<file path="config.mk">
export PLATFORM = sky130hd
export DESIGN_NAME = ldss_top
export DESIGN_NICKNAME = d
export VERILOG_FILES = /design/src/common/ldss_pkg.sv /design/src/rtl/ldss_sink_check.sv /design/src/rtl/ldss_top.sv
export SDC_FILE = /design/constraint.sdc
export NUM_CORES = 1
export LEC_CHECK = 0
export BUFFER_PORTS_ARGS = -buffer_cell sky130_fd_sc_hd__buf_2
export CAP_MARGIN = 40
export CORE_MARGIN = 2
export CORE_UTILIZATION = 55
export DETAILED_ROUTE_END_ITERATION = 12
export GPL_TIMING_DRIVEN = 1
export PLACE_DENSITY_LB_ADDON = 0.2
export REMOVE_ABC_BUFFERS = 1
export SYNTH_ARGS = -nofsm -noshare
export SYNTH_HDL_FRONTEND = slang
export SYNTH_SLANG_ARGS = --single-unit
</file>
<file path="constraint.sdc">
create_clock -name clk_in -period 5.6 [get_ports clk_in]
set_input_delay 0.28 -clock clk_in [delete_from_list [all_inputs] [get_ports clk_in]]
set_output_delay 0.28 -clock clk_in [all_outputs]
set_load 0.01 [all_outputs]
</file>
<file path="src/common/ldss_pkg.sv">
// Summary of operation
// Start only with enable high for minimum first on-time and lockout cleared.
// Run a system fault check before any LED sink is enabled.
// Refuse power-up while the frequency-set pin is pulled low.
// Turn on the disconnect switch first, then check each sink pin.
// Start LED detect once the disconnect gate reaches its threshold.
// After sink pin passes 120 mV wait 3000 to 4000 cycles, then decide.
// Classify sink: below 70 mV short, near 150 mV unused, above 325 mV used.
// A shorted pin withholds soft start until removed, then it is rechecked.
// An unused channel leaves regulation and boost feedback selection.
// Soft start uses reduced sink current and reduced switch limit.
// Enough sink voltage ends soft start: full current, full switch limit.
// A fault pushing frequency upward is clamped to at most 3.5 MHz.
// Frequency-set pin shorted to ground in operation shuts down.
// Enable low beyond about 32,750 switching cycles enters shutdown; the code counts this in the run state only.
// Frequency-set low over 7 us stops switching, opens switch, stops sinks.
// Classification held until next power-up; states advance on the clock. The code keeps it until rst_in, so a new power-up rechecks only a short.
package ldss_pkg;
    localparam int LDSS_CLK_MHZ = 100;
    localparam int LDSS_FIRST_ON_NS = 2000;
    localparam int LDSS_FIRST_ON_CYC = (LDSS_FIRST_ON_NS * LDSS_CLK_MHZ + 999) / 1000;
    localparam int LDSS_FREQ_SET_PIN_LOW_NS = 7000;
    localparam int LDSS_FREQ_SET_PIN_LOW_CYC = (LDSS_FREQ_SET_PIN_LOW_NS * LDSS_CLK_MHZ) / 1000;
    localparam int LDSS_DETECT_CYC = 3500;
    localparam int LDSS_DIM_OFF_CYC = 32750;
    localparam int LDSS_MAX_FREQ_KHZ = 3500;
    localparam logic [1:0] LDSS_CLS_NONE = 2'h0;
    localparam logic [1:0] LDSS_CLS_SHORT = 2'h1;
    localparam logic [1:0] LDSS_CLS_UNUSED = 2'h2;
    localparam logic [1:0] LDSS_CLS_USED = 2'h3;
    typedef enum logic [6:0] {
        LDSS_OFF = 7'h01,
        LDSS_QUAL = 7'h02,
        LDSS_GATE = 7'h04,
        LDSS_DETECT = 7'h08,
        LDSS_SOFT = 7'h10,
        LDSS_RUN = 7'h20,
        LDSS_FAULT = 7'h40
    } ldss_state_t;
endpackage : ldss_pkg

</file>
<file path="src/rtl/ldss_sink_check.sv">
`timescale 1ns/1ps
module ldss_sink_check
    import ldss_pkg::*;
#(
    parameter int DETECT_CYC = LDSS_DETECT_CYC
) (
    input wire logic clk_in,
    input wire logic rst_in,
    input wire logic run_in,
    input wire logic above_detect_in,
    input wire logic below_short_in,
    input wire logic above_used_in,
    output logic [1:0] class_out
);
    logic [15:0] count;
    logic [15:0] next_count;
    logic [1:0] next_class;
    always_comb begin
        next_count = count;
        next_class = class_out;
        if (!run_in) begin
            next_count = 16'h0000;
        end else if (class_out == LDSS_CLS_NONE || class_out == LDSS_CLS_SHORT) begin
            if (class_out == LDSS_CLS_SHORT && !below_short_in) begin
                next_class = LDSS_CLS_NONE;
                next_count = 16'h0000;
            end else if (!above_detect_in && class_out == LDSS_CLS_NONE) begin
                next_count = 16'h0000;
            end else if (count == 16'(DETECT_CYC - 1)) begin
                if (below_short_in) begin
                    next_class = LDSS_CLS_SHORT;
                end else if (above_used_in) begin
                    next_class = LDSS_CLS_USED;
                end else begin
                    next_class = LDSS_CLS_UNUSED;
                end
                next_count = 16'h0000;
            end else begin
                next_count = count + 16'h0001;
            end
        end
    end
    always_ff @(posedge clk_in) begin
        if (rst_in) begin
            count <= 16'h0000;
            class_out <= LDSS_CLS_NONE;
        end else begin
            count <= next_count;
            class_out <= next_class;
        end
    end
endmodule : ldss_sink_check

</file>
<file path="src/rtl/ldss_top.sv">
`timescale 1ns/1ps
module ldss_top
    import ldss_pkg::*;
#(
    parameter int CHANNELS = 2,
    parameter int DIM_OFF_CYC = LDSS_DIM_OFF_CYC,
    parameter int DETECT_CYC = LDSS_DETECT_CYC
) (
    input wire logic clk_in,
    input wire logic rst_in,
    input wire logic enable_dim_in,
    input wire logic supply_ok_in,
    input wire logic freq_set_high_in,
    input wire logic freq_up_fault_in,
    input wire logic gate_ready_in,
    input wire logic [CHANNELS-1:0] sink_above_detect_in,
    input wire logic [CHANNELS-1:0] sink_below_short_in,
    input wire logic [CHANNELS-1:0] sink_above_used_in,
    input wire logic sinks_sufficient_in,
    output logic disconnect_on_out,
    output logic switching_on_out,
    output logic [CHANNELS-1:0] sink_enable_out,
    output logic [CHANNELS-1:0] feedback_select_out,
    output logic soft_start_current_out,
    output logic soft_start_limit_out,
    output logic freq_clamp_out,
    output logic shutdown_out,
    output logic [2*CHANNELS-1:0] class_out
);
    ////////////////////////////////////////////////////////////////////////
    // Pin synchronisers, two flops before any logic
    localparam int NS = 5 + 3 * CHANNELS;
    logic [NS-1:0] sync_a;
    logic [NS-1:0] sync_b;
    logic en_s;
    logic uv_s;
    logic fs_s;
    logic fu_s;
    logic gr_s;
    logic [CHANNELS-1:0] det_s;
    logic [CHANNELS-1:0] sh_s;
    logic [CHANNELS-1:0] us_s;
    logic ss_s;
    always_ff @(posedge clk_in) begin
        if (rst_in) begin
            sync_a <= '0;
            sync_b <= '0;
        end else begin
            sync_a <= {enable_dim_in, supply_ok_in, freq_set_high_in, freq_up_fault_in,
                       gate_ready_in, sink_above_detect_in, sink_below_short_in,
                       sink_above_used_in};
            sync_b <= sync_a;
        end
    end
    assign {en_s, uv_s, fs_s, fu_s, gr_s, det_s, sh_s, us_s} = sync_b;
    // Sufficient-voltage sense has its own two-stage path (ss_a, ss_b), outside sync_a/sync_b
    logic ss_a;
    logic ss_b;
    always_ff @(posedge clk_in) begin
        if (rst_in) begin
            ss_a <= 1'b0;
            ss_b <= 1'b0;
        end else begin
            ss_a <= sinks_sufficient_in;
            ss_b <= ss_a;
        end
    end
    assign ss_s = ss_b;

    ////////////////////////////////////////////////////////////////////////
    // Per-channel classification
    logic [2*CHANNELS-1:0] cls;
    logic detect_run;
    genvar gi;
    generate
        for (gi = 0; gi < CHANNELS; gi++) begin : g_ch
            ldss_sink_check #(.DETECT_CYC(DETECT_CYC)) u_chk (
                .clk_in(clk_in),
                .rst_in(rst_in),
                .run_in(detect_run),
                .above_detect_in(det_s[gi]),
                .below_short_in(sh_s[gi]),
                .above_used_in(us_s[gi]),
                .class_out(cls[2*gi+1:2*gi])
            );
        end
    endgenerate

    function automatic logic ch_is(input logic [2*CHANNELS-1:0] c, input int i,
                                   input logic [1:0] v);
        ch_is = (c[2*i+:2] == v);
    endfunction : ch_is

    logic all_done;
    logic any_short;
    always_comb begin
        all_done = 1'b1;
        any_short = 1'b0;
        for (int i = 0; i < CHANNELS; i++) begin
            if (ch_is(cls, i, LDSS_CLS_NONE)) all_done = 1'b0;
            if (ch_is(cls, i, LDSS_CLS_SHORT)) any_short = 1'b1;
        end
    end

    ////////////////////////////////////////////////////////////////////////
    // Sequencer
    ldss_state_t state;
    ldss_state_t next_state;
    logic [15:0] tcount;
    logic [15:0] next_tcount;
    logic [15:0] fcount;
    logic [15:0] next_fcount;
    logic freq_set_pin_timeout;
    logic dim_timeout;
    assign freq_set_pin_timeout = (fcount == 16'(LDSS_FREQ_SET_PIN_LOW_CYC));
    assign dim_timeout = (tcount == 16'(DIM_OFF_CYC));
    assign detect_run = (state == LDSS_DETECT);

    always_comb begin
        next_state = state;
        next_tcount = tcount;
        next_fcount = (fs_s || state == LDSS_OFF) ? 16'h0000 :
                      (freq_set_pin_timeout ? fcount : fcount + 16'h0001);
        case (state)
            LDSS_OFF: begin
                next_tcount = 16'h0000;
                if (en_s && uv_s && fs_s) next_state = LDSS_QUAL;
            end
            LDSS_QUAL: begin
                if (!en_s || !uv_s || !fs_s) begin
                    next_state = LDSS_OFF;
                end else if (tcount == 16'(LDSS_FIRST_ON_CYC - 1)) begin
                    next_state = LDSS_GATE;
                    next_tcount = 16'h0000;
                end else begin
                    next_tcount = tcount + 16'h0001;
                end
            end
            LDSS_GATE: begin
                if (gr_s) next_state = LDSS_DETECT;
            end
            LDSS_DETECT: begin
                if (all_done && !any_short) next_state = LDSS_SOFT;
            end
            LDSS_SOFT: begin
                if (ss_s) next_state = LDSS_RUN;
            end
            LDSS_RUN: begin
                if (en_s) begin
                    next_tcount = 16'h0000;
                end else if (dim_timeout) begin
                    next_state = LDSS_OFF;
                end else begin
                    next_tcount = tcount + 16'h0001;
                end
            end
            LDSS_FAULT: begin
                if (fs_s) next_state = LDSS_SOFT;
                else if (!en_s) next_state = LDSS_OFF;
            end
            default: next_state = LDSS_OFF;
        endcase
        // Supply lost or freq-set stuck low overrides any active state
        if (state != LDSS_OFF && state != LDSS_QUAL) begin
            if (!uv_s) next_state = LDSS_OFF;
            else if (freq_set_pin_timeout && state != LDSS_FAULT) next_state = LDSS_FAULT;
        end
    end

    always_ff @(posedge clk_in) begin
        if (rst_in) begin
            state <= LDSS_OFF;
            tcount <= 16'h0000;
            fcount <= 16'h0000;
        end else begin
            state <= next_state;
            tcount <= next_tcount;
            fcount <= next_fcount;
        end
    end

    ////////////////////////////////////////////////////////////////////////
    // Registered outputs
    logic active;
    logic [CHANNELS-1:0] used_mask;
    assign active = (next_state == LDSS_SOFT) || (next_state == LDSS_RUN);
    always_comb begin
        for (int i = 0; i < CHANNELS; i++) begin
            used_mask[i] = ch_is(cls, i, LDSS_CLS_USED);
        end
    end
    always_ff @(posedge clk_in) begin
        if (rst_in) begin
            disconnect_on_out <= 1'b0;
            switching_on_out <= 1'b0;
            sink_enable_out <= '0;
            feedback_select_out <= '0;
            soft_start_current_out <= 1'b0;
            soft_start_limit_out <= 1'b0;
            freq_clamp_out <= 1'b0;
            shutdown_out <= 1'b1;
            class_out <= '0;
        end else begin
            disconnect_on_out <= (next_state != LDSS_OFF) && (next_state != LDSS_QUAL)
                                 && (next_state != LDSS_FAULT);
            switching_on_out <= active && en_s;
            sink_enable_out <= (active && en_s) ? used_mask : '0;
            feedback_select_out <= active ? used_mask : '0;
            soft_start_current_out <= (next_state == LDSS_SOFT);
            soft_start_limit_out <= (next_state == LDSS_SOFT);
            freq_clamp_out <= fu_s;
            shutdown_out <= (next_state == LDSS_OFF) || (next_state == LDSS_FAULT);
            class_out <= cls;
        end
    end
endmodule : ldss_top

</file>
; Word level (Yosys, flattened, before mapping)
; Index checks and enable logic that the tools add are counted.
[op_classes]
addsub = 4
multipliers = 0
div_mod_pow = 0
n_lt_le_gt_ge = 0
n_eq_ne = 30
shifts = 0
n_mux = 39
bitwise = 3
reduce_logical = 39
[op_table]
columns = operator, count
row1 = $mux W16, 10
row2 = $mux W7, 13
row3 = $add A16 B1 Y16 const B, 4
row4 = $pmux W7 S7, 1
row5 = $pmux W16 S3, 1
row6 = $eq A16 B12 Y1 const B, 2
row7 = $eq A16 B10 Y1 const B, 1
row8 = $eq A16 B15 Y1 const B, 1
row9 = $eq A16 B8 Y1 const B, 1
row10 = $mux W2, 8
row11 = $eq A7 B1 Y1 const B, 2
row12 = $eq A7 B5 Y1 const B, 2
row13 = $eq A7 B6 Y1 const B, 2
row14 = $eq A7 B7 Y1 const B, 2
row15 = $ne A7 B1 Y1 const B, 2
row16 = $ne A7 B2 Y1 const B, 2
row17 = $ne A7 B7 Y1 const B, 2
row18 = $logic_and A1 B1 Y1, 12
row19 = $logic_not A1 Y1, 8
row20 = $reduce_and A4 Y1, 2
row21 = $reduce_or A2 Y1, 4
row22 = $eq A7 B2 Y1 const B, 1
row23 = $eq A7 B3 Y1 const B, 1
row24 = $eq A7 B4 Y1 const B, 1
row25 = other kinds (12), 30
[totals]
ff_bits = 112
latchBits = 0
mem_bits_rw = 0
romBits = 0
input_bits = 14
output_inout_bits = 14
wordCells = 134
mem_count = 0

; Logic depth before layout (Yosys ltp)
; Gate-level depths: netlist of the first run.
[logic_depth]
word_depth = 15
mapped_depth = 10
depth_no_buf = 8

; Modules after synthesis
; A second synthesis of the first run with hierarchy kept.
[unflattened]
hier_cells = 633
area_unflattened_um2 = 5435.2
[by_module_without_submodules]
columns = module, instances, cells_each, area_each_um2, seq_area_each_um2
row1 = ldss_top, 1, 393, 3438.3, 1521.5
row2 = ldss_sink_check, 2, 120, 998.5, 360.3

; Worst setup path before layout of the first run
; OpenSTA, ideal clock, no wires.
[synth_timing]
path_kind = register to register
startpoint = reg fcount[0]
endpoint = reg fcount[9]
setup_time_ps = 128
arrival_ps = 1956
required_ps = 5472
path_slack_ps = 3517
path_stages_with_launch = 10
path_buffers = 1
period_less_slack_ps = 2083
path_cell_list = dfxtp_1 -> inv_1 -> ha_1 -> nor3b_1 -> nand4_1 -> buf_2 -> nor4b_1 -> nand4_1 -> xor2_1 -> nor2_1
[synth_via]
elab_chain_len = 1
elab_cells_between_ends = 2
classes_between = add/sub: 1 / eq/ne: 1
[synth_rtl]
columns = item, line
row1 = "start, declared", ldss_top.sv:111  ; logic [15:0] fcount;
row2 = "start signal, assigned", ldss_top.sv:178  ; fcount <= next_fcount;
row3 = $add A16 B1 Y16 or $eq A16 B10 Y1 (tied branches), "ldss_top.sv:123, ldss_top.sv:115"
; Several ways; a longest one is shown, not always the timed one.
; A chain may end at the register's enable or synchronous reset.

; Worst setup path after layout of the first run
[layout_timing]
startpoint = reg state[4]
endpoint = reg tcount[4]
[layout_via]
elab_chain_len = 3
elab_cells_between_ends = 8
classes_between = eq/ne: 5 / mux: 1 / reduce/logical: 2
[layout_rtl]
columns = item, line
row1 = "start, declared", ldss_top.sv:107  ; ldss_state_t state;
row2 = "start signal, assigned", ldss_top.sv:176  ; state <= next_state;
row3 = $eq A7 B6 Y1 (tied with other cells), ldss_top.sv:124  ; case (state)
row4 = $ne A3 B3 Y1 (no source line) (tied with other cells), n/a
row5 = $reduce_and A3 Y1 (no source line), n/a
row6 = "end signal, assigned", ldss_top.sv:177  ; tcount <= next_tcount;
row7 = "end, declared", ldss_top.sv:109  ; logic [15:0] tcount;
; Several ways; a longest one is shown, not always the timed one.

==> flow_summary.json, run 1 <==
{
  "outcome": "completed",
  "muxShareOfSynthArea_pct": 0,
  "cts.reportedPaths.clkPinSlew_ns": 0.10,
  "finalSetupTns_ns": 0,
  "hold_path_end": "sync_a[5]$_SDFF_PP0_",
  "critPathCaptureType": "flop",
  "grtUsageTotal_pct": 19.8,
  "mostFrequentLayoutCell": "dfxtp_1",
  "worst_pin_slew_ns": 0.835,
  "synth_compound_gate_area_share_pct": 6.88,
  "synth_edf_count": 0,
  "row_count": 34,
  "die_x_um": 98.8,
  "synth_warnings": 0,
  "crit_arrival_ns": 2.58,
  "via_per_inst": 5.43,
  "gp_congestion": 0.872,
  "final_hold_viol_count": 0,
  "rsz0062_at_grt": "no",
  "synth_top_area_share_pct": 45.3,
  "drv_cap": 0,
  "h-tree-depth": 3,
  "numCtsBuffers": 9,
  "antenna_found_initial": 0,
  "drt_iter0_drc": 131,
  "max-slew-margin-rel_pct": 44.4,
  "p_leak_nw": 1.86,
  "cts_tree": "yes",
  "cts_setup_buffers": 0,
  "grt.overflow.total": 0,
  "hold_buffers": 0,
  "total_power_mw": 1.37,
  "io_pins": 28,
  "clockRootBuffer": "clkbuf_8",
  "insertion_delay_ns": 0.37,
  "crit_fanout": 11,
  "worstSetupStartpointType": "flop",
  "start_util_pct": 56.7,
  "synth_top_family_by_area": "simple AND/OR/NAND/NOR gates",
  "crit_type": "reg2reg",
  "post_drt_wl_per_cell_um": 13.2,
  "synthAdderAreaFrac_pct": 1.52,
  "dieArea_um2": 9770,
  "drt_first_pass_iters": 4,
  "drc": 0,
  "worstHoldPathType": "in2reg",
  "area_growth_pct": 8.19,
  "antennaDiodeCount": 0,
  "clock.fmax_mhz": 423,
  "fin_crit_ns": 2.36,
  "num_vias": 3744,
  "grt_pass1_wl_um": 16100,
  "worstHoldPathCells": 2,
  "r2r_cells": 6,
  "dp_hpwl_um": 6520,
  "setup_viol_count_final": 0,
  "synth-simple-area-share_pct": 33.0,
  "cp.required_ns": 5.82,
  "final_core_util_pct": 61.4,
  "yosysSeqAreaShare_pct": 45.3,
  "cp_cell_sequence": "nor4_4 > and3_1 > a2bb2oi_1 > nand2_1 > o21ai_0 > a21oi_1",
  "clock-sinks": 112,
  "critPathSlowestCell": "a2bb2oi_1",
  "worstReg2RegStart": "state[4]$_SDFF_PP0_",
  "r2r_end": "tcount[4]$_SDFFE_PP0P_",
  "powerDensity_nw_per_um2": 256,
  "ir_drop_v": 0.000149,
  "drive_above_1_share_pct": 10.2,
  "finalNetCount": 596,
  "wirelength_um": 9070,
  "synthArstFlopShare_pct": 0,
  "synth_cell_types": 59,
  "grt_max_degree": 49,
  "post_synth.cell_area_avg_um2": 8.88,
  "yosysTopAreaCell": "dfxtp_1",
  "ant_nets": 0,
  "min_from": "sink_above_detect_in[1]",
  "coreArea_um2": 8720,
  "r2r_slack_ns": 3.24,
  "fillers": 796,
  "final-max-slew-violation-count": 0,
  "die_h_um": 98.8,
  "grt_pass1_vias": 3621,
  "cts-resized-gates": 0,
  "final_cell_mix": "dfxtp_1 (112), nor2_1 (97), nand2_1 (43)",
  "synthCells": 557,
  "synth_ff_type": "dfxtp_1",
  "synthXorXnorAreaFrac_pct": 10.3,
  "numPortBuffers": 27,
  "synth_area_leaders": "dfxtp_1 (45%), nor2_1 (7.4%), xor2_1 (6.0%), nor2b_1 (4.6%), xnor2_1 (4.2%)",
  "clock_path_buffers": 2,
  "clock_skew_ns": 0.00946,
  "critical-path-max-stage-delay_ns": 0.46,
  "synth-seq-cells": 112,
  "synthesis.area_um2": 4950,
  "period_share_pct": 42.2
}
synth_stat cells (all sizes together) (4+ instances only):
master	count
dfxtp	112
nor2	98
nand2	43
nor2b	36
xor2	34
nand3	25
xnor2	24
nor3	21
a21oi	18
nand4	17
buf	13
inv	11
nor4	11
and3	10
o21ai	9
clkbuf	8
nor4b	7
and4	6
ha	6
nand4b	5
nand2b	4
worst max-delay path by stage:
stage	startpoint	end	slack (ns)
after global routing	state[4]$_SDFF_PP0_	tcount[4]$_SDFFE_PP0P_	3.05
after global placement	fcount[0]$_SDFFE_PP0P_	fcount[15]$_SDFFE_PP0P_	3.24
after CTS	state[4]$_SDFF_PP0_	tcount[4]$_SDFFE_PP0P_	3.27
after floorplan	fcount[0]$_SDFFE_PP0P_	fcount[15]$_SDFFE_PP0P_	3.50
after detailed placement	fcount[13]$_SDFFE_PP0P_	state[3]$_SDFF_PP0_	3.33
final	state[4]$_SDFF_PP0_	tcount[4]$_SDFFE_PP0P_	3.24
cell families after synthesis:
group,after synthesis
fa+ha+maj,6
buf+inv,32
xor+xnor,58
flops,112
simple gates,302
compound gates,47
metal layers:
layer | track usage (%) | share of wire (%)
met1 | 26.6 | 49
met2 | 30.7 | 45
met3 | 6.10 | 4.3
met4 | 6.32 | 1.1
met5 | 0 | 0
power breakdown:
| group | switching (mW) | leakage [nW] | internal (mW) |
|---|---|---|---|
| Sequential | 0.00400 | 0.907 | 0.804 |
| Clock | 0.272 | 0.118 | 0.271 |
| Combinational | 0.0103 | 0.830 | 0.00915 |
final cells by class:
type | instances | area [um2] | area share, %
multi-input combinational | 413 | 2550 | 47.7
clock buffer | 10 | 138 | 2.57
inverter | 11 | 41.3 | 0.771
tap | 108 | 135 | 2.52
sequential | 112 | 2240 | 41.9
clock inverter | 6 | 95.1 | 1.78
timing repair buffer | 29 | 148 | 2.76
worst max-delay path, delay by kind of cell (launching register included):
kind	cells	cell delay (ns)
flops	1	0.44
simple gates	3	1.03
compound gates	3	0.74
flip-flops by register name, summed over array words and instances, names as in the netlist, 2 cells and up:
name                  cells
sink_enable_out           2
g_ch.u_chk.count         32
state                     7
class_out                 4
fcount                   16
g_ch.u_chk.class_out      4
tcount                   16
feedback_select_out       2
sync_a                   11
sync_b                   11
per-stage QoR:
stage          hold slack, ns  setup slack (ns)  cells  area [um2]
2_1_floorplan           0.347              3.50    536        4840
3_3_place_gp            0.418              3.24    671        5110
3_5_place_dp            0.420              3.33    673        5120
4_1_cts                0.0947              3.27    689        5350
5_1_grt                0.0738              3.05    689        5350
6_report                0.111              3.24    689        5350
Note: power is estimated with default switching activity, not from simulation.
==> inputs of run 2 (changes only) <==
Settings changed: ABC_AREA set to 1.
Clock period 5.6 ns to 2.4 ns, I/O delays scaled along.
==> run 2 against run 1 <==
Hold slack lost 0.091 ns. Synthesized area grew 7.5%. Maximum frequency grew 28%. Combinational power grew to 4.0 times the previous value. Critical endpoint is now g_ch[1].u_chk.count[4]$_SDFFE_PP0P_.
==> flow_summary.json, run 2 <==
{
  "crit_type": "reg2reg",
  "final-max-slew-violation-count": 0,
  "cts_tree": "yes",
  "finalNetCount": 820,
  "numCtsBuffers": 9,
  "combinationalPowerShare_pct": 2.5,
  "mostFrequentLayoutCell": "nand2_1",
  "min_from": "rst_in",
  "final_core_util_pct": 63.2,
  "ir_drop_v": 0.000280,
  "via_per_inst": 5.11,
  "dieArea_um2": 10500,
  "worst_pin_slew_ns": 0.430,
  "crit_arrival_ns": 2.15,
  "r2r_end": "g_ch[1].u_chk.count[4]$_SDFFE_PP0P_",
  "r2r_cells": 8,
  "synth_warnings": 0,
  "antenna_found_initial": 0,
  "synth_cell_types": 43,
  "synth-seq-cells": 112,
  "pre_cts_ws_ns": 0.573,
  "synth_ff_type": "dfxtp_1",
  "stdcell_area_um2": 5890,
  "crit_fanout": 11,
  "final_hold_viol_count": 0,
  "dpl.cell_count": 906,
  "seqPwrFrac_pct": 59.9,
  "yosysTopAreaCell": "dfxtp_1",
  "r2r_slack_ns": 0.55,
  "worstHoldPathCells": 2,
  "clock_skew_ns": 0.00839,
  "layout_setup_ws_ns": 0.553,
  "critical-path-max-stage-delay_ns": 0.60,
  "cp_cell_sequence": "inv_2 > nand2_1 > nor2_1 > inv_1 > nand3_1 > a21oi_4 > inv_2 > nor3b_1",
  "final_cells": 934,
  "clock.fmax_mhz": 541,
  "largest_register": "g_ch.u_chk.count",
  "max-slew-margin-rel_pct": 71.3,
  "critPathCaptureType": "flop",
  "cts.reportedPaths.clkPinSlew_ns": 0.10,
  "setup_viol_count_final": 0,
  "drv_cap": 0,
  "period_share_pct": 77.0,
  "crit_path_frequent_cell": "inv_2",
  "clock-sinks": 112,
  "whs_ns": 0.0207,
  "synthTopCellsByCount": "nand2_1 (140), nor2_1 (131), dfxtp_1 (112)",
  "hold_path_end": "sync_a[6]$_SDFF_PP0_",
  "worstHoldPathType": "in2reg",
  "fillers": 850,
  "grt_pass1_wl_um": 18500,
  "grt_max_degree": 36,
  "grt_pass1_vias": 4380,
  "cp.required_ns": 2.70,
  "h-tree-depth": 3,
  "critPathSlowestCell": "dfxtp_1",
  "drive_above_1_share_pct": 12.4,
  "drt_first_pass_iters": 5,
  "p_switching_mw": 0.710,
  "wirelength_um": 10700,
  "die_x_um": 102,
  "clockRootBuffer": "clkbuf_8",
  "drc": 0,
  "synthCells": 760,
  "dp_hpwl_um": 7910,
  "synth_top_area_share_pct": 42.1,
  "area_growth_pct": 10.8,
  "drt_iter0_drc": 226,
  "fin_crit_ns": 1.85,
  "powerDensity_nw_per_um2": 534,
  "io_pins": 28,
  "final_cell_mix": "nand2_1 (140), nor2_1 (131), dfxtp_1 (112)",
  "worstSetupStartpointType": "flop",
  "finalSetupTns_ns": 0,
  "synth_area_leaders": "dfxtp_1 (42%), nand2_1 (9.9%), nor2_1 (9.2%), inv_1 (7.8%), nand3_1 (4.9%)",
  "p_sw_share_pct": 22.5,
  "num_vias": 4772,
  "total_power_mw": 3.15,
  "dpl_cell_area_um2": 5560,
  "die_h_um": 102,
  "row_count": 35,
  "cts_setup_buffers": 0,
  "yosysSeqAreaShare_pct": 42.1,
  "antennaDiodeCount": 0,
  "synthesis.area_um2": 5320,
  "clock_path_buffers": 2,
  "p_clk_share_pct": 37.7,
  "post_synth.cell_area_avg_um2": 7.00,
  "start_util_pct": 57.0,
  "coreArea_um2": 9330,
  "internal-power_mw": 2.44,
  "insertion_delay_ns": 0.38,
  "top_regs": "g_ch.u_chk.count: 32 flops, fcount: 16 flops, tcount: 16 flops",
  "worstReg2RegStart": "g_ch[1].u_chk.class_out[1]$_SDFFE_PP0P_",
  "grtUsageTotal_pct": 21.6,
  "yosysMostFrequentCell": "nand2_1",
  "post_drt_wl_per_cell_um": 11.4,
  "largest_reg_flops": 32,
  "p_leak_nw": 2.41,
  "synthArstFlopShare_pct": 0,
  "ant_nets": 0,
  "synth_edf_count": 0,
  "outcome": "completed",
  "numPortBuffers": 27,
  "gp_congestion": 0.927,
  "grt.overflow.total": 0,
  "rsz0062_at_grt": "no"
}
-- run 2: cell types whose count changed after synthesis, sizes merged, moves of 23 or more --
cell	change
inv	+114
nand2	+104
nand3	+33
nor2	+48
nor2b	-36
xnor2	-23
xor2	-26
-- run 2: layout make-up --
class	instances	area, um2	area share, %
Multi-Input combinational cell	508	2520	42.7
Sequential cell	112	2240	38.0
Inverter	127	484	8.22
Timing Repair Buffer	42	278	4.71
Tap cell	129	161	2.74
Clock buffer	10	138	2.34
Clock inverter	6	73.8	1.25
-- run 2: worst max-delay path by stage --
stage	start	end	slack, ns	cells after the start
after floorplan	tcount[1]$_SDFFE_PP0P_	tcount[9]$_SDFFE_PP0P_	0.88	12
after global placement	g_ch[1].u_chk.class_out[1]$_SDFFE_PP0P_	g_ch[1].u_chk.count[13]$_SDFFE_PP0P_	0.59	8
after detailed placement	g_ch[1].u_chk.class_out[1]$_SDFFE_PP0P_	g_ch[1].u_chk.count[13]$_SDFFE_PP0P_	0.57	8
after CTS	g_ch[1].u_chk.class_out[1]$_SDFFE_PP0P_	g_ch[1].u_chk.count[4]$_SDFFE_PP0P_	0.55	8
after global routing	g_ch[1].u_chk.class_out[1]$_SDFFE_PP0P_	g_ch[1].u_chk.count[13]$_SDFFE_PP0P_	0.33	8
final	g_ch[1].u_chk.class_out[1]$_SDFFE_PP0P_	g_ch[1].u_chk.count[4]$_SDFFE_PP0P_	0.55	8
-- run 2: logic make-up after synthesis --
| group | Yosys count | synth area share [%] |
|---|---|---|
| simple gates | 419 | 36.4 |
| buf+inv | 140 | 10.6 |
| flops | 112 | 42.1 |
| compound gates | 74 | 8.00 |
| xor+xnor | 9 | 1.48 |
| fa+ha+maj | 6 | 1.41 |
-- run 2: what timing repair did --
item | CTS | global route
hold buffers | 12 | 0
hold endpoints to repair | 12 | 0
resized for setup | 0 | 0
setup endpoints to repair | 0 | 0
-- run 2: power by group through the flow --
stage          Sequential (mW)  Clock, mW  Combinational [mW]
3_5_place_dp              1.93          0              0.0626
6_report                  1.89       1.19              0.0777
3_3_place_gp              1.93          0              0.0606
2_1_floorplan             1.93          0              0.0310
4_1_cts                   1.89       1.22              0.0775
5_1_grt                   1.89       1.28              0.0880
-- run 2: critical path: cells and delay by family, from the launching register on --
kind | cells | cell delay [ns]
buffers and inverters | 3 | 0.42
DFF | 1 | 0.60
AOI/OAI and AO/OA | 1 | 0.24
and+or+nand+nor | 4 | 0.51
-- run 2: layer usage --
metal,vias to the layer above,track usage (%),wire (um)
li1,2479,-,-
met1,2176,27.3,4910
met2,102,38.0,5270
met3,15,3.35,360
met4,0,6.97,137
met5,-,0,0
==> inputs of run 3 (changes only) <==
Settings changed: ABC_AREA 1 to 0.
Clock period 2.4 ns to 1.9 ns, I/O delays scaled along.
==> run 3 against run 2 <==
The flow now finishes with violations (negative setup slack). Non-clock buffer count up 61. Count of clock-buffer cells in the layout down 1. Die area down 6.7%. Combinational power up 25%. Routed wire length up 2.6%. Critical path depth down 1. Hold slack better by 0.12 ns. Utilization up 7.8 points. Clock skew up 0.0056 ns. Clock power up 16%. Via count down 11%. Maximum frequency down 8.9%. Critical path type unchanged. Largest cell class unchanged. Highest routed layer unchanged.
==> flow_summary.json, run 3 (synthesized netlist as in run 1, its figures left out) <==
{
  "outcome": "complete, but fails checks",
  "violations": "negative setup slack",
  "crit_fanout": 11,
  "powerDensity_nw_per_um2": 622,
  "insertion_delay_ns": 0.38,
  "antennaDiodeCount": 0,
  "period_share_pct": 107,
  "coreArea_um2": 8720,
  "stdcell_area_um2": 6190,
  "die_x_um": 98.8,
  "rsz0062_at_grt": "yes",
  "critPathCaptureType": "flop",
  "p_switching_mw": 0.918,
  "seqPwrFrac_pct": 61.6,
  "grtUsageTotal_pct": 22.4,
  "drc": 0,
  "final-max-slew-violation-count": 0,
  "crit_arrival_ns": 2.35,
  "drt_first_pass_iters": 5,
  "p_sw_share_pct": 23.8,
  "start_util_pct": 56.7,
  "finalNetCount": 671,
  "worstSetupStartpointType": "flop",
  "grt_pass1_vias": 4015,
  "cts.reportedPaths.clkPinSlew_ns": 0.12,
  "io_pins": 28,
  "largest_register": "g_ch.u_chk.count",
  "worst_pin_slew_ns": 0.469,
  "gp_congestion": 0.911,
  "clock.fmax_mhz": 493,
  "wirelength_um": 11000,
  "area_growth_pct": 25.2,
  "max-slew-margin-rel_pct": 68.8,
  "ir_drop_v": 0.000625,
  "final_hold_viol_count": 0,
  "num_vias": 4237,
  "drt_iter0_drc": 187,
  "largest_reg_flops": 32,
  "cp_num_buf_inv": 1,
  "dp_hpwl_um": 7420,
  "setup_viol_count_final": 23,
  "crit_type": "reg2reg",
  "critical-path-max-stage-delay_ns": 0.56,
  "grt_max_degree": 32,
  "numCtsBuffers": 9,
  "row_count": 34,
  "post_drt_wl_per_cell_um": 14.3,
  "layout_setup_ws_ns": -0.128,
  "dieArea_um2": 9770,
  "dpl.cell_count": 726,
  "combinationalPowerShare_pct": 2.5,
  "pre_cts_ws_ns": -0.188,
  "p_clk_share_pct": 35.9,
  "grt.overflow.total": 0,
  "drive_above_1_share_pct": 25.2,
  "p_leak_nw": 2.26,
  "mostFrequentLayoutCell": "dfxtp_1",
  "die_h_um": 98.8,
  "ant_nets": 0,
  "dpl_cell_area_um2": 5560,
  "grt_pass1_wl_um": 18100,
  "crit_family": "simple AND/OR/NAND/NOR gates",
  "fin_crit_ns": 2.03,
  "via_per_inst": 5.55,
  "clock_path_buffers": 2,
  "fillers": 665,
  "top_regs": "g_ch.u_chk.count: 32 flops, fcount: 16 flops, tcount: 16 flops",
  "clock-sinks": 112,
  "final_cells": 764,
  "cts_tree": "yes",
  "cp_cell_sequence": "or4_4 > nor3_4 > o2bb2ai_4 > nor2_4 > a21o_1 > buf_12 > nor2_1",
  "critPathSlowestCell": "or4_4",
  "final_cell_mix": "dfxtp_1 (100), nor2_1 (94), buf_4 (60)",
  "antenna_found_initial": 0,
  "worstHoldPathType": "in2reg",
  "drv_cap": 0,
  "h-tree-depth": 3,
  "numPortBuffers": 27,
  "internal-power_mw": 2.94,
  "cp.required_ns": 2.22,
  "clock_skew_ns": 0.0140,
  "clockRootBuffer": "clkbuf_8"
}
==> run 3: cell count changes in the layout (fill, tap and decap cells not counted), sizes merged, moves of 14 or more <==
| cell | change |
|---|---|
| xor2 | +26 |
| inv | -112 |
| nand3 | -33 |
| buf | +61 |
| a21oi | -20 |
| o21ai | -14 |
| xnor2 | +23 |
| nand2 | -104 |
| nor2 | -48 |
| nor2b | +36 |
==> run 3: worst reg2reg max path: cells and delay by family, from the launching register on <==
kind / cells / cell delay [ns]
simple gates: 4 / 1.00
buf+inv: 1 / 0.15
flops: 1 / 0.39
compound gates: 2 / 0.44
==> run 3: power by group through the flow <==
| stage | registers [mW] | clock network, mW | logic, mW |
|---|---|---|---|
| 2_1_floorplan | 2.43 | 0 | 0.0268 |
| 3_3_place_gp | 2.43 | 0 | 0.0683 |
| 3_5_place_dp | 2.43 | 0 | 0.0716 |
| 4_1_cts | 2.38 | 1.43 | 0.0919 |
| 5_1_grt | 2.38 | 1.53 | 0.105 |
| 6_report | 2.37 | 1.38 | 0.0968 |
==> run 3: what timing repair did <==
action,4_1_cts,5_1_grt
cloned,0,1
setup buffers,1,9
endpoints found under the setup margin,49,59
pin swaps,6,19
gates resized for setup,18,45
hold endpoints to repair,12,0
hold buffers,12,0
==> run 3: area by class of cell <==
type / count / area, um2 / share of cell area (%)
tap: 108 / 135 / 2.18
clock buffer: 9 / 124 / 2.00
clock inverter: 7 / 70.1 / 1.13
inverter: 11 / 41.3 / 0.667
timing repair buffer: 103 / 777 / 12.5
sequential: 112 / 2270 / 36.7
multi-input combinational: 414 / 2780 / 44.8
==> run 3: final timing paths <==
check / slack [ns] / start / end / cells past startpoint
setup / recovery: -0.13 / state[2]$_SDFF_PP0_ / tcount[9]$_SDFFE_PP0P_ / 7
hold / removal: 0.15 / rst_in / sync_a[5]$_SDFF_PP0_ / 2
setup reg to reg: -0.13 / state[2]$_SDFF_PP0_ / tcount[9]$_SDFFE_PP0P_ / 7
hold reg to reg: 0.44 / sync_a[0]$_SDFF_PP0_ / sync_b[0]$_SDFF_PP0_ / 1
==> run 3: routing by layer <==
metal	wire (um)	global-route usage [%]
met4	181	6.95
met5	0	0
met3	546	5.18
met1	4940	29.8
met2	5290	36.3
==> run 3: through the flow <==
step / TNS, ns / power, mW / util, % / hold slack, ns
global route: -3.79 / 4.02 / 71.0 / 0.130
floorplan: -1.02 / 2.46 / - / 0.162
global placement: -1.30 / 2.50 / 63.7 / 0.302
detailed placement: -3.19 / 2.51 / 63.7 / 0.307
finish: -1.71 / 3.85 / 71.0 / 0.145
CTS: -1.39 / 3.90 / 68.2 / 0.114
